==> src/logic/gpd_pkg.sv <==
// Register map, reset values and sizes for the four-port GPIO block
package gpd_pkg;

  // ==========================================================
  // Sizes
  localparam int unsigned NUM_PORTS   = 4;
  localparam int unsigned PORT_W      = 8;
  localparam int unsigned SYNC_STAGES = 2;
  localparam int unsigned RD_LATENCY  = 1;

  typedef logic [7:0] gpd_byte_t;

  // ==========================================================
  // Special-function-register addresses
  localparam gpd_byte_t ADDR_DATA [NUM_PORTS] = '{8'h80, 8'h90, 8'hA0, 8'hB0};
  localparam gpd_byte_t ADDR_OD   [NUM_PORTS] = '{8'hA4, 8'hA5, 8'hA6, 8'hA7};
  localparam gpd_byte_t ADDR_DIR  [NUM_PORTS] = '{8'hAC, 8'hAD, 8'hAE, 8'hAF};
  localparam gpd_byte_t ADDR_PUP  [NUM_PORTS] = '{8'hB1, 8'hB2, 8'hB3, 8'hB4};
  localparam gpd_byte_t ADDR_SYNC = 8'hB6;
  localparam gpd_byte_t ADDR_AIE0 = 8'hE1;
  localparam gpd_byte_t ADDR_AIE1 = 8'hE2;
  localparam gpd_byte_t ADDR_AIE3 = 8'hE4;

  // ==========================================================
  // Field positions and masks
  localparam int unsigned AIE1_BIT  = 2;
  localparam int unsigned AIE3_BIT  = 0;
  localparam gpd_byte_t   AIE1_MASK = 8'h04;
  localparam gpd_byte_t   AIE3_MASK = 8'h01;

  // ==========================================================
  // Reset values
  localparam gpd_byte_t  RST_DATA = 8'hFF;
  localparam gpd_byte_t  RST_DIR  = 8'hFF;
  localparam gpd_byte_t  RST_OD   = 8'h00;
  localparam gpd_byte_t  RST_PUP [NUM_PORTS] = '{8'h00, 8'h00, 8'h00, 8'h0C};
  localparam logic [3:0] RST_SYNC = 4'h0;
  localparam gpd_byte_t  RST_AIE  = 8'h00;
  localparam gpd_byte_t  RD_NONE  = 8'h00;

endpackage

==> src/logic/gpd_port_if.sv <==
// Interface carrying one port's settings and pad results between top and slice
`timescale 1ns/10ps
`default_nettype none
interface gpd_port_if;
  import gpd_pkg::*;

  // Settings from the register file
  gpd_byte_t data;
  gpd_byte_t dir;
  gpd_byte_t od;
  gpd_byte_t pup;
  logic      sync_en;
  gpd_byte_t sel;
  gpd_byte_t p_out;
  gpd_byte_t p_oe;
  gpd_byte_t pad_in;

  // Results toward pads and the read path
  gpd_byte_t rd_val;
  gpd_byte_t pad_out;
  gpd_byte_t pad_oe;
  gpd_byte_t pull_en;
  gpd_byte_t inbuf_en;

  modport ctrl  (output data, dir, od, pup, sync_en, sel, p_out, p_oe, pad_in,
                 input  rd_val, pad_out, pad_oe, pull_en, inbuf_en);
  modport slice (input  data, dir, od, pup, sync_en, sel, p_out, p_oe, pad_in,
                 output rd_val, pad_out, pad_oe, pull_en, inbuf_en);
endinterface
`default_nettype wire

==> src/logic/gpd_top.sv <==
// Four-port GPIO register file with pads, pull-ups and analog enables
// Function
// - Data register writes drive only pins configured as outputs.
// - Output pin reads return the stored data bit.
// - Input pin reads return the pad level, not the stored bit.
// - Enabled port synchronisers feed reads instead of raw pads.
// - Sync enable register holds one bit per port, low nibble, resets zero.
// - Each pin has a pull-up enable bit; ports 0 to 2 reset off.
// - Port 3 pull-ups reset enabled on pins 2 and 3 only.
// - Push-pull output pins have pull-up forced off.
// - Open-drain pins driving low have pull-up forced off.
// - Port 0 analog enable register has eight bits, resets zero.
// - Port 1 analog enable implements bit 2 only, resets zero.
// - Port 3 analog enable implements bit 0 only, resets zero.
// - Enabled peripheral takes over its shared pin.
// - Four read-write data registers at 80, 90, A0, B0.
// - Direction resets to one; zero means output or input buffer off.
// - Open-drain select resets zero; one selects open-drain drive.
`timescale 1ns/10ps
`default_nettype none
module gpd_top
  import gpd_pkg::*;
(
  // Clock and reset
  input  wire logic        clock,
  input  wire logic        reset_n,
  // Special-function-register access
  input  wire logic [7:0]  sfr_addr,
  input  wire logic [7:0]  sfr_wdata,
  input  wire logic        sfr_wr,
  input  wire logic        sfr_rd,
  output logic      [7:0]  sfr_rdata,
  // Pads
  input  wire logic [31:0] pad_in,
  output logic      [31:0] pad_out,
  output logic      [31:0] pad_oe,
  output logic      [31:0] pad_pullup_en,
  output logic      [31:0] pad_inbuf_en,
  output logic      [31:0] pin_analog_enable,
  // Shared peripherals
  input  wire logic [31:0] periph_sel,
  input  wire logic [31:0] periph_out,
  input  wire logic [31:0] periph_oe
);

  // ==========================================================
  // Register storage
  gpd_byte_t  port_data_reg  [NUM_PORTS];
  gpd_byte_t  pin_direction_reg [NUM_PORTS];
  gpd_byte_t  pin_opendrain_select_reg [NUM_PORTS];
  gpd_byte_t  pin_pullup_enable_reg [NUM_PORTS];
  logic [3:0] input_sync_enable_reg;
  gpd_byte_t  port0_analog_enable_reg;
  logic       port_one_pin_two_analog_en_reg;
  logic       port_three_pin_zero_analog_en_reg;
  gpd_byte_t  rdata_reg;

  // Address decode
  logic [NUM_PORTS-1:0] hit_data;
  logic [NUM_PORTS-1:0] hit_dir;
  logic [NUM_PORTS-1:0] hit_od;
  logic [NUM_PORTS-1:0] hit_pup;
  logic                 hit_sync;
  logic                 hit_aie0;
  logic                 hit_aie1;
  logic                 hit_aie3;
  gpd_byte_t            port_rd [NUM_PORTS];
  gpd_byte_t            rd_mux;

  gpd_port_if port_if [NUM_PORTS] ();

  // ==========================================================
  // Decode of fixed addresses
  assign hit_sync = (sfr_addr == ADDR_SYNC);
  assign hit_aie0 = (sfr_addr == ADDR_AIE0);
  assign hit_aie1 = (sfr_addr == ADDR_AIE1);
  assign hit_aie3 = (sfr_addr == ADDR_AIE3);

  // ==========================================================
  // Per-port decode, slice hookup and pad flattening
  for (genvar p = 0; p < NUM_PORTS; p++) begin : g_port
    // Register hits for this port
    assign hit_data[p] = (sfr_addr == ADDR_DATA[p]);
    assign hit_dir[p]  = (sfr_addr == ADDR_DIR[p]);
    assign hit_od[p]   = (sfr_addr == ADDR_OD[p]);
    assign hit_pup[p]  = (sfr_addr == ADDR_PUP[p]);

    // Settings toward the slice
    assign port_if[p].data    = port_data_reg[p];
    assign port_if[p].dir     = pin_direction_reg[p];
    assign port_if[p].od      = pin_opendrain_select_reg[p];
    assign port_if[p].pup     = pin_pullup_enable_reg[p];
    assign port_if[p].sync_en = input_sync_enable_reg[p];
    assign port_if[p].sel     = periph_sel[p*8 +: 8];
    assign port_if[p].p_out   = periph_out[p*8 +: 8];
    assign port_if[p].p_oe    = periph_oe[p*8 +: 8];
    assign port_if[p].pad_in  = pad_in[p*8 +: 8];

    // Results back to pads and read path
    assign port_rd[p]              = port_if[p].rd_val;
    assign pad_out[p*8 +: 8]       = port_if[p].pad_out;
    assign pad_oe[p*8 +: 8]        = port_if[p].pad_oe;
    assign pad_pullup_en[p*8 +: 8] = port_if[p].pull_en;
    assign pad_inbuf_en[p*8 +: 8]  = port_if[p].inbuf_en;

    gpd_pin_slice u_slice (
      .clock   (clock),
      .reset_n (reset_n),
      .pif     (port_if[p])
    );

    // Written data shows on push-pull outputs next cycle
    property p_wr_drives;
      @(posedge clock) disable iff (!reset_n)
      sfr_wr && hit_data[p]
      |=> ((pad_out[p*8 +: 8] ^ $past(sfr_wdata))
           & ~pin_direction_reg[p] & ~pin_opendrain_select_reg[p]
           & ~periph_sel[p*8 +: 8]) == 8'h00;
    endproperty
    a_wr_drives: assert property (p_wr_drives) else $error("output pin misses written data");

    // Push-pull inputs are never driven
    property p_in_undriven;
      @(posedge clock) disable iff (!reset_n)
      (pin_direction_reg[p] & ~pin_opendrain_select_reg[p]) != 8'h00
      |-> (pad_oe[p*8 +: 8] & pin_direction_reg[p]
           & ~pin_opendrain_select_reg[p] & ~periph_sel[p*8 +: 8]) == 8'h00;
    endproperty
    a_in_undriven: assert property (p_in_undriven) else $error("input pin is driven");

    // Output pins read back the stored bit
    property p_rd_output;
      @(posedge clock) disable iff (!reset_n)
      sfr_rd && hit_data[p]
      |=> ((sfr_rdata ^ $past(port_data_reg[p]))
           & $past(~pin_direction_reg[p] & ~pin_opendrain_select_reg[p])) == 8'h00;
    endproperty
    a_rd_output: assert property (p_rd_output) else $error("output pin read wrong");

    // Input pins read the raw pad while sync is off
    property p_rd_raw;
      @(posedge clock) disable iff (!reset_n)
      sfr_rd && hit_data[p] && !input_sync_enable_reg[p]
      |=> ((sfr_rdata ^ $past(pad_in[p*8 +: 8])) & $past(pin_direction_reg[p])) == 8'h00;
    endproperty
    a_rd_raw: assert property (p_rd_raw) else $error("input pin read not pad level");

    // With sync on, reads see the pad two cycles late
    property p_rd_sync;
      @(posedge clock) disable iff (!reset_n)
      sfr_rd && hit_data[p] && input_sync_enable_reg[p]
      |=> ((sfr_rdata ^ $past(pad_in[p*8 +: 8], 3)) & $past(pin_direction_reg[p])) == 8'h00;
    endproperty
    a_rd_sync: assert property (p_rd_sync) else $error("synchronised read wrong");

    // Open-drain with input buffer off reads zero
    property p_rd_od_off;
      @(posedge clock) disable iff (!reset_n)
      sfr_rd && hit_data[p]
      |=> (sfr_rdata & $past(~pin_direction_reg[p] & pin_opendrain_select_reg[p])) == 8'h00;
    endproperty
    a_rd_od_off: assert property (p_rd_od_off) else $error("disabled input buffer read nonzero");

    // Push-pull outputs have no pull-up; inputs follow the enable bit
    property p_pull_pp;
      @(posedge clock) disable iff (!reset_n)
      sfr_wr && hit_pup[p]
      |=> ((pad_pullup_en[p*8 +: 8] ^ ($past(sfr_wdata) & pin_direction_reg[p]))
           & ~pin_opendrain_select_reg[p] & ~periph_sel[p*8 +: 8]) == 8'h00;
    endproperty
    a_pull_pp: assert property (p_pull_pp) else $error("push-pull pull-up wrong");

    // Open-drain low drive kills the pull-up
    property p_pull_od;
      @(posedge clock) disable iff (!reset_n)
      sfr_wr && hit_data[p]
      |=> (pad_pullup_en[p*8 +: 8] & pin_opendrain_select_reg[p]
           & ~$past(sfr_wdata) & ~periph_sel[p*8 +: 8]) == 8'h00;
    endproperty
    a_pull_od: assert property (p_pull_od) else $error("pull-up on while pulling low");

    // Peripheral owns the pin when selected
    property p_periph;
      @(posedge clock) disable iff (!reset_n)
      periph_sel[p*8 +: 8] != 8'h00
      |-> ((pad_oe[p*8 +: 8] ^ periph_oe[p*8 +: 8]) & periph_sel[p*8 +: 8]) == 8'h00
          && ((pad_out[p*8 +: 8] ^ periph_out[p*8 +: 8]) & periph_sel[p*8 +: 8]) == 8'h00;
    endproperty
    a_periph: assert property (p_periph) else $error("peripheral lost its pin");
  end

  // ==========================================================
  // Register writes; one address per cycle, last write wins
  always_ff @(posedge clock) begin
    if (!reset_n) begin
      for (int p = 0; p < NUM_PORTS; p++) begin
        port_data_reg[p]            <= RST_DATA;
        pin_direction_reg[p]        <= RST_DIR;
        pin_opendrain_select_reg[p] <= RST_OD;
        pin_pullup_enable_reg[p]    <= RST_PUP[p];
      end
    end else if (sfr_wr) begin
      for (int p = 0; p < NUM_PORTS; p++) begin
        if (hit_data[p]) begin
          port_data_reg[p] <= sfr_wdata;
        end
        if (hit_dir[p]) begin
          pin_direction_reg[p] <= sfr_wdata;
        end
        if (hit_od[p]) begin
          pin_opendrain_select_reg[p] <= sfr_wdata;
        end
        if (hit_pup[p]) begin
          pin_pullup_enable_reg[p] <= sfr_wdata;
        end
      end
    end
  end

  // Sync and analog enables; unimplemented bits are not stored
  always_ff @(posedge clock) begin
    if (!reset_n) begin
      input_sync_enable_reg             <= RST_SYNC;
      port0_analog_enable_reg           <= RST_AIE;
      port_one_pin_two_analog_en_reg    <= 1'b0;
      port_three_pin_zero_analog_en_reg <= 1'b0;
    end else if (sfr_wr) begin
      if (hit_sync) begin
        input_sync_enable_reg <= sfr_wdata[3:0];
      end
      if (hit_aie0) begin
        port0_analog_enable_reg <= sfr_wdata;
      end
      if (hit_aie1) begin
        port_one_pin_two_analog_en_reg <= sfr_wdata[AIE1_BIT];
      end
      if (hit_aie3) begin
        port_three_pin_zero_analog_en_reg <= sfr_wdata[AIE3_BIT];
      end
    end
  end

  // ==========================================================
  // Analog channel enables; port 2 has none
  assign pin_analog_enable[7:0]   = port0_analog_enable_reg;
  assign pin_analog_enable[15:8]  = {5'h00, port_one_pin_two_analog_en_reg, 2'h0};
  assign pin_analog_enable[23:16] = 8'h00;
  assign pin_analog_enable[31:24] = {7'h00, port_three_pin_zero_analog_en_reg};

  // ==========================================================
  // Read mux; unmapped addresses read zero
  always_comb begin
    rd_mux = RD_NONE;
    for (int p = 0; p < NUM_PORTS; p++) begin
      if (hit_data[p]) begin
        rd_mux = port_rd[p];
      end
      if (hit_dir[p]) begin
        rd_mux = pin_direction_reg[p];
      end
      if (hit_od[p]) begin
        rd_mux = pin_opendrain_select_reg[p];
      end
      if (hit_pup[p]) begin
        rd_mux = pin_pullup_enable_reg[p];
      end
    end
    if (hit_sync) begin
      rd_mux = {4'h0, input_sync_enable_reg};
    end
    if (hit_aie0) begin
      rd_mux = port0_analog_enable_reg;
    end
    if (hit_aie1) begin
      rd_mux = pin_analog_enable[15:8];
    end
    if (hit_aie3) begin
      rd_mux = pin_analog_enable[31:24];
    end
  end

  // Registered read data; holds between reads
  always_ff @(posedge clock) begin
    if (!reset_n) begin
      rdata_reg <= RD_NONE;
    end else if (sfr_rd) begin
      rdata_reg <= rd_mux;
    end
  end

  assign sfr_rdata = rdata_reg;

  // ==========================================================
  // Register-level checks

  // Reset leaves the documented defaults in place
  property p_reset_vals;
    @(posedge clock) disable iff (!reset_n)
    $rose(reset_n)
    |-> input_sync_enable_reg == RST_SYNC
        && pin_pullup_enable_reg[3] == RST_PUP[3]
        && pin_pullup_enable_reg[0] == RST_PUP[0]
        && pin_direction_reg[2] == RST_DIR
        && pin_opendrain_select_reg[1] == RST_OD
        && pin_analog_enable == 32'h0000_0000;
  endproperty
  a_reset_vals: assert property (p_reset_vals) else $error("reset defaults wrong");

  // Sync register reads back only its low nibble
  property p_sync_rd;
    @(posedge clock) disable iff (!reset_n)
    sfr_wr && hit_sync ##1 !sfr_wr ##1 sfr_rd && hit_sync
    |=> sfr_rdata == ($past(sfr_wdata, 3) & 8'h0F);
  endproperty
  a_sync_rd: assert property (p_sync_rd) else $error("sync enable readback wrong");

  // Port 0 analog enables track all eight written bits
  property p_aie0;
    @(posedge clock) disable iff (!reset_n)
    sfr_wr && hit_aie0 |=> pin_analog_enable[7:0] == $past(sfr_wdata);
  endproperty
  a_aie0: assert property (p_aie0) else $error("port 0 analog enable wrong");

  // Port 1 keeps only bit 2
  property p_aie1;
    @(posedge clock) disable iff (!reset_n)
    sfr_wr && hit_aie1 |=> pin_analog_enable[15:8] == ($past(sfr_wdata) & AIE1_MASK);
  endproperty
  a_aie1: assert property (p_aie1) else $error("port 1 analog enable wrong");

  // Port 3 keeps only bit 0
  property p_aie3;
    @(posedge clock) disable iff (!reset_n)
    sfr_wr && hit_aie3 ##1 !sfr_wr ##1 sfr_rd && hit_aie3
    |=> sfr_rdata == ($past(sfr_wdata, 3) & AIE3_MASK);
  endproperty
  a_aie3: assert property (p_aie3) else $error("port 3 analog enable wrong");

  // Unmapped reads answer zero
  property p_unmapped;
    @(posedge clock) disable iff (!reset_n)
    sfr_rd && !(|{hit_data, hit_dir, hit_od, hit_pup, hit_sync, hit_aie0, hit_aie1, hit_aie3})
    |=> sfr_rdata == RD_NONE;
  endproperty
  a_unmapped: assert property (p_unmapped) else $error("unmapped read not zero");

endmodule
`default_nettype wire

==> src/logic/gpd_pin_slice.sv <==
// One byte-wide port: input synchroniser, read source, drive and pull-up logic
`timescale 1ns/10ps
`default_nettype none
module gpd_pin_slice
  import gpd_pkg::*;
(
  // Clock and reset
  input  wire logic   clock,
  input  wire logic   reset_n,
  // Port settings and results
  gpd_port_if.slice   pif
);

  // ==========================================================
  // Input synchroniser
  gpd_byte_t sync_s1_reg;
  gpd_byte_t sync_s2_reg;
  gpd_byte_t sensed;
  gpd_byte_t gpio_oe;
  gpd_byte_t gpio_out;

  // Two stages; first stage is seen only by the second
  always_ff @(posedge clock) begin
    if (!reset_n) begin
      sync_s1_reg <= 8'h00;
      sync_s2_reg <= 8'h00;
    end else begin
      sync_s1_reg <= pif.pad_in;
      sync_s2_reg <= sync_s1_reg;
    end
  end

  // Synchronised or raw pad level
  assign sensed = pif.sync_en ? sync_s2_reg : pif.pad_in;

  // ==========================================================
  // Read source: pad when direction bit is one, register when pushing out
  assign pif.rd_val = (pif.dir & sensed)
                    | (~pif.dir & ~pif.od & pif.data);

  // ==========================================================
  // Drive: push-pull outputs follow data, open-drain only pulls low
  assign gpio_oe  = (~pif.od & ~pif.dir) | (pif.od & ~pif.data);
  assign gpio_out = pif.data & ~pif.od;

  // Peripheral takes the pin over when enabled
  assign pif.pad_oe  = (pif.sel & pif.p_oe) | (~pif.sel & gpio_oe);
  assign pif.pad_out = (pif.sel & pif.p_out) | (~pif.sel & gpio_out);

  // Any driven pin drops its pull-up to stop leakage
  assign pif.pull_en = pif.pup & ~pif.pad_oe;

  // Open-drain direction bit gates the input buffer only
  assign pif.inbuf_en = ~pif.od | pif.dir | pif.sel;

endmodule
`default_nettype wire

==> config.mk <==
export PLATFORM = sky130hd
export DESIGN_NAME = gpd_top
export DESIGN_NICKNAME = d
export VERILOG_FILES = /design/src/logic/gpd_pkg.sv /design/src/logic/gpd_port_if.sv /design/src/logic/gpd_top.sv /design/src/logic/gpd_pin_slice.sv
export SDC_FILE = /design/constraint.sdc
export NUM_CORES = 1
export LEC_CHECK = 0
export ABC_AREA = 1
export BUFFER_PORTS_ARGS = -buffer_cell sky130_fd_sc_hd__buf_2
export CORE_UTILIZATION = 30
export DETAILED_ROUTE_END_ITERATION = 8
export REMOVE_ABC_BUFFERS = 1
export SLEW_MARGIN = 20
export SYNTH_ARGS = -nofsm -noshare
export SYNTH_HDL_FRONTEND = slang
export SYNTH_SLANG_ARGS = --single-unit
==> constraint.sdc <==
create_clock -name clock -period 2.07 [get_ports clock]
set_clock_uncertainty 0.1 [all_clocks]
set_input_delay 0 -clock clock [delete_from_list [all_inputs] [get_ports clock]]
set_output_delay 0 -clock clock [all_outputs]
set_load 0.01 [all_outputs]
; ---- Word-level counts from Yosys, hierarchy flattened
; Memories as Yosys holds them, arrays and structs flattened.
; Cells that the tools add are included.
[op_classes]
n_eq_ne = 20
mux = 105
bitwise = 100
n_reduce_logical = 4
[op_table]
columns = cell, n
row1 = $and 8x8->8, 40
row2 = $mux 8, 40
row3 = $or 8x8->8, 24
row4 = $eq 8x8->1 const B, 20
row5 = $not 8->8, 20
row6 = $mux 1, 65
row7 = $or 1x1->1, 16
row8 = $reduce_and 2->1, 4
[totals]
ff_bits = 86
ram_bits = 128
input_bits = 148
word_cells = 246
n_memories = 4
[memory_table]
columns = name, depth, word_bits, rd, rd_ports_with_merged_regs, wr, line_no
row1 = pin_direction_reg, 4, 8, 4, 0, 4, gpd_top.sv:49  ; gpd_byte_t pin_direction_reg [NUM_PORTS];
row2 = pin_opendrain_select_reg, 4, 8, 4, 0, 4, gpd_top.sv:50  ; gpd_byte_t pin_opendrain_select_reg [NUM_PORTS];
row3 = pin_pullup_enable_reg, 4, 8, 4, 0, 4, gpd_top.sv:51  ; gpd_byte_t pin_pullup_enable_reg [NUM_PORTS];
row4 = port_data_reg, 4, 8, 4, 0, 4, gpd_top.sv:48  ; gpd_byte_t port_data_reg [NUM_PORTS];

; ---- Depth between registers and ports, before layout
; An unclocked memory read counts as a cell.
[logic_depth]
ltp_word = 25
depth_mapped = 19
depth_no_buf = 19

; ---- Cells and area by module
; From an unflattened synthesis, not the netlist that was laid out.
[unflattened]
cells_unflattened = 1612
hier_area_um2 = 11687.5
[by_module_without_submodules]
columns = mod, instances, cells_each, area_per_inst_um2
row1 = gpd_top, 1, 772, 7118.1
row2 = gpd_pin_slice, 4, 210, 1142.3

; ---- Worst setup path before layout
; Ideal clock, no wire load.
[synth_timing]
path_type = in2reg
start = input sfr_wr
end = memory pin_opendrain_select_reg[0][0] in the netlist's numbering (enable)
arrival_ns = 1.400
slack_ns = 0.186
stages = 4
n_path_buf = 2
cell_sequence = clkbuf_1 clkinv_1 clkbuf_1 o21ai_0
[synth_lines]
columns = item, line_no
row1 = "start, declared", gpd_top.sv:30  ; input wire logic sfr_wr,
row2 = "end, declared", gpd_top.sv:50

; ---- Worst setup path in the final report
[layout_timing]
start = register input_sync_enable_reg[0]
end = register rdata_reg[3] (netlist: sfr_rdata[3])
[layout_via]
elab_chain_cells = 23
[layout_rtl]
columns = item, line_no
row1 = "start, declared", gpd_top.sv:52  ; logic [3:0] input_sync_enable_reg;
row2 = "start signal, assigned", gpd_top.sv:229  ; input_sync_enable_reg <= sfr_wdata[3:0];
row3 = $mux 8, gpd_pin_slice.sv:34  ; assign sensed = pif.sync_en ? sync_s2_reg : pif.pad_in;
row4 = $and 8x8->8, gpd_pin_slice.sv:38  ; assign pif.rd_val = (pif.dir & sensed)
row5 = $or 8x8->8, gpd_pin_slice.sv:39  ; | (~pif.dir & ~pif.od & pif.data);
row6 = $mux 8, gpd_top.sv:255  ; if (hit_data[p]) begin
row7 = $mux 8, gpd_top.sv:258  ; if (hit_dir[p]) begin
row8 = $mux 8, gpd_top.sv:261  ; if (hit_od[p]) begin
row9 = $mux 8, gpd_top.sv:264  ; if (hit_pup[p]) begin
row10 = $mux 8, gpd_top.sv:255
row11 = [7 not listed], n/a
row12 = $mux 8, gpd_top.sv:255
row13 = $mux 8, gpd_top.sv:258
row14 = $mux 8, gpd_top.sv:261
row15 = $mux 8, gpd_top.sv:264
row16 = $mux 8, gpd_top.sv:268  ; if (hit_sync) begin
row17 = $mux 8, gpd_top.sv:271  ; if (hit_aie0) begin
row18 = $mux 8, gpd_top.sv:274  ; if (hit_aie1) begin
row19 = $mux 8, gpd_top.sv:277  ; if (hit_aie3) begin
row20 = "end signal, assigned", gpd_top.sv:287  ; rdata_reg <= rd_mux;
row21 = "end, declared", gpd_top.sv:56  ; gpd_byte_t rdata_reg;
; Every way passes these cells.
; A chain may end at the register's enable or synchronous reset.

==> metrics <==
status=complete, but fails checks; failing checks=setup timing; Fillers=between 3000 and 4000; Crit Path Max Fanout=5; Mapped Cells=1535; total global routing track utilization=about 22%; gpl congestion=0.929; # rows=70; cell area power density=676 mW/mm^2; vias in the first global route=11200; #FFs+latches synth=214; Final HPWL DP=32.7 mm; area leader, netlist=edfxtp_1; htree depth=1; remaining global-route overflow=0; Vias=roughly 12000; Post-synth EDFFs=around 130; Pins Over Slew Limit=0; IO Count=between 300 and 400; worst reg2reg path startpoint=input_sync_enable_reg[0]; detailed router's first-iteration violation count=slightly above 800; Initial Utilization=30.7%; Yosys cell types=35; share of cells above drive strength 1=approximately a quarter; slew at the pin closest to its max-slew limit=~510 ps; dominant synthesized flop cell=edfxtp_1; DIE AREA=0.0386 mm^2; sw power=~2800 uW; first-pass GRT wire length=64.2 mm; IO buf count=293; clock slew at reported path FFs=70 ps; drt drc=0; Final ANT Viol Nets=0; combinational share of power=around 14%; Final period util=104%; Critical Path RT=2370 ps; Clk pwr share=about two fifths; max_cap viols=0; Worst slew margin=~66%; number of inserted diodes=0; Num CTS Buffers=23; worst hold start=sfr_addr[7]; Synth warnings=0; Die Wd=196 um; count leader, synth=nand2_1; RSZ-0062 raised after global routing=yes; WS Path Type=flop to flop; antenna violations before repair=1; Int Pwr=around 8000 uW; Final min period=2150 ps; HP Class=input port to flop; Root Driver=clkbuf_16; drt total wl=between 40 and 50 mm; Layout area overhead=38.6%; top post-synthesis cells by area=edfxtp_1 (34%), dfxtp_1 (15%), nand2_1 (13%); Post-synth ARST share=0%; CTS tree=done; height of the chip=approximately 200 um; Nets=~2100; area of the core=0.0369 mm^2; Worst R2R End=sfr_rdata[3]; Post-synth top cells=nand2_1 (393), inv_1 (272), nor2_1 (238); Post-DP Area=roughly 0.014 mm^2; Lkg Pwr=approximately 0.0076 uW; drt pass-1 iters=5; worst reg-to-reg path cell count=18; Final Hold Fails=0; Hold WS=44.2 ps; clk sink count=~210; hold path cells=7; post-synth top area share=~34%; hold worst-path end=sfr_rdata[0]; Startpoint Class=flop; reg2reg setup slack=-80 ps; worst skew pair latency=around 510 ps; detailed-route wire length per cell=between 15 and 20 um; DR vias/cell=~4.7; Seq pwr share=roughly 46%; sequential share of the synthesized area=approximately 50%; syn_area_per_cell=7.38 um^2; Max clock buf depth=3; cell area after synthesis=roughly 0.011 mm^2; sw frac=26.1%; Final WS setup=-78.8 ps; final setup vio count=3; Peak VDD IR=between 500 and 600 uV; final instance area=about 0.016 mm^2; CP arrival=~2400 ps; largest net degree at the start of global routing=70; fmax=~470 MHz; Util after Layout=approximately 43%; critical path endpoint category=flop
## logic make-up (layout without fill, tap and decap cells)
| group | count (synthesis) | in the layout | share of synthesized area [%] |
|---|---|---|---|
| simple gates | 781 | 781 | 29.1 |
| buf+inv | 338 | 795 | 12.1 |
| flops | 214 | 214 | 49.1 |
| compound gates | 201 | 201 | 9.65 |
| other cells | 1 | 22 | 0.0331 |
## critical path, cell delays in order (launching register included)
cell	delay, ps
dfxtp_4	390
buf_12	120
nand2_4	40
nand3_2	50
nand2_2	50
nand2_2	50
nand2_2	80
nor2_2	140
nand2_2	90
nand2_1	70
nand4_1	160
nand2_1	120
nand4_1	150
nand2_1	110
nand4_1	70
nand2_1	70
nand2_1	40
nand2_1	80
a21oi_2	50
## placed cells by master (no fill, tap or decap), types with 4 or more instances in the layout
master and instances:
a21oi_2 4, o211ai_1 5, conb_1 22, nor2_2 9, nor2_1 232, a21oi_1 69
buf_2 292, o21ai_0 88, nand2_1 385, nand4_1 22, a31oi_1 9, dfxtp_1 85
clkinv_2 6, edfxtp_1 128, nand2_2 10, o22ai_1 5, o31ai_1 11, or2_2 10
nand3b_1 9, nor2_4 7, clkbuf_16 25, nand3_1 66, nor3_1 11, nand3_2 8
buf_4 90, inv_2 8, inv_1 271, nor3_2 7, dlygate4sd3_1 85
## layer usage
layer	share of wire [%]	vias to the layer above	track usage, %
li1	-	5723	-
met1	44	5589	30.7
met2	45	502	34.4
met3	7.6	86	2.94
met4	3.5	2	7.93
met5	0.016	-	0
## power by group through the flow
stage / clock [uW] / combinational, uW / sequential [uW]
after floorplan: 0 / 601 / 4870
after global placement: 0 / 1280 / 4920
after detailed placement: 0 / 1290 / 4920
after CTS: 4370 / 1440 / 4830
after global routing: 4500 / 1610 / 4850
final: 4320 / 1480 / 4830
## through the flow
stage | TNS, ps | setup slack (ps) | total power [uW] | std cells
CTS | 0 | 1.44 | 10600 | 2506
detailed placement | -120 | -84.2 | 6210 | 2379
floorplan | 0 | 50.9 | 5470 | 1500
global placement | -54.0 | -39.5 | 6200 | 2379
global route | -1240 | -257 | 11000 | 2517
finish | -196 | -78.8 | 10600 | 2517
## what timing repair did
item,CTS,global route
gates resized for setup,3,35
hold buffers,86,0
hold endpoints to repair,160,0
setup buffers,0,10
gates cloned,0,1
pin swaps,0,23
endpoints found under the setup margin,2,9
## how the worst max path moves through the flow
stage,startpoint,cells after the start,end
global route,pin_direction_reg[0][3],17,sfr_rdata[3]
global placement,input_sync_enable_reg[0],18,sfr_rdata[3]
finish,input_sync_enable_reg[0],18,sfr_rdata[3]
CTS,pin_direction_reg[0][6],14,sfr_rdata[6]
detailed placement,input_sync_enable_reg[0],18,sfr_rdata[3]
floorplan,sfr_addr[6],7,pin_direction_reg[3][0]
## layout make-up
class / instances / area [um^2] / area share, %
Tap cell: 504 / 631 / 4.01
Sequential cell: 214 / 5570 / 35.5
Inverter: 282 / 1060 / 6.77
Clock inverter: 12 / 141 / 0.900
Multi-Input combinational cell: 1004 / 4570 / 29.1
Timing Repair Buffer: 472 / 3090 / 19.7
Clock buffer: 29 / 639 / 4.07
Power figures use the tool's default switching activity.
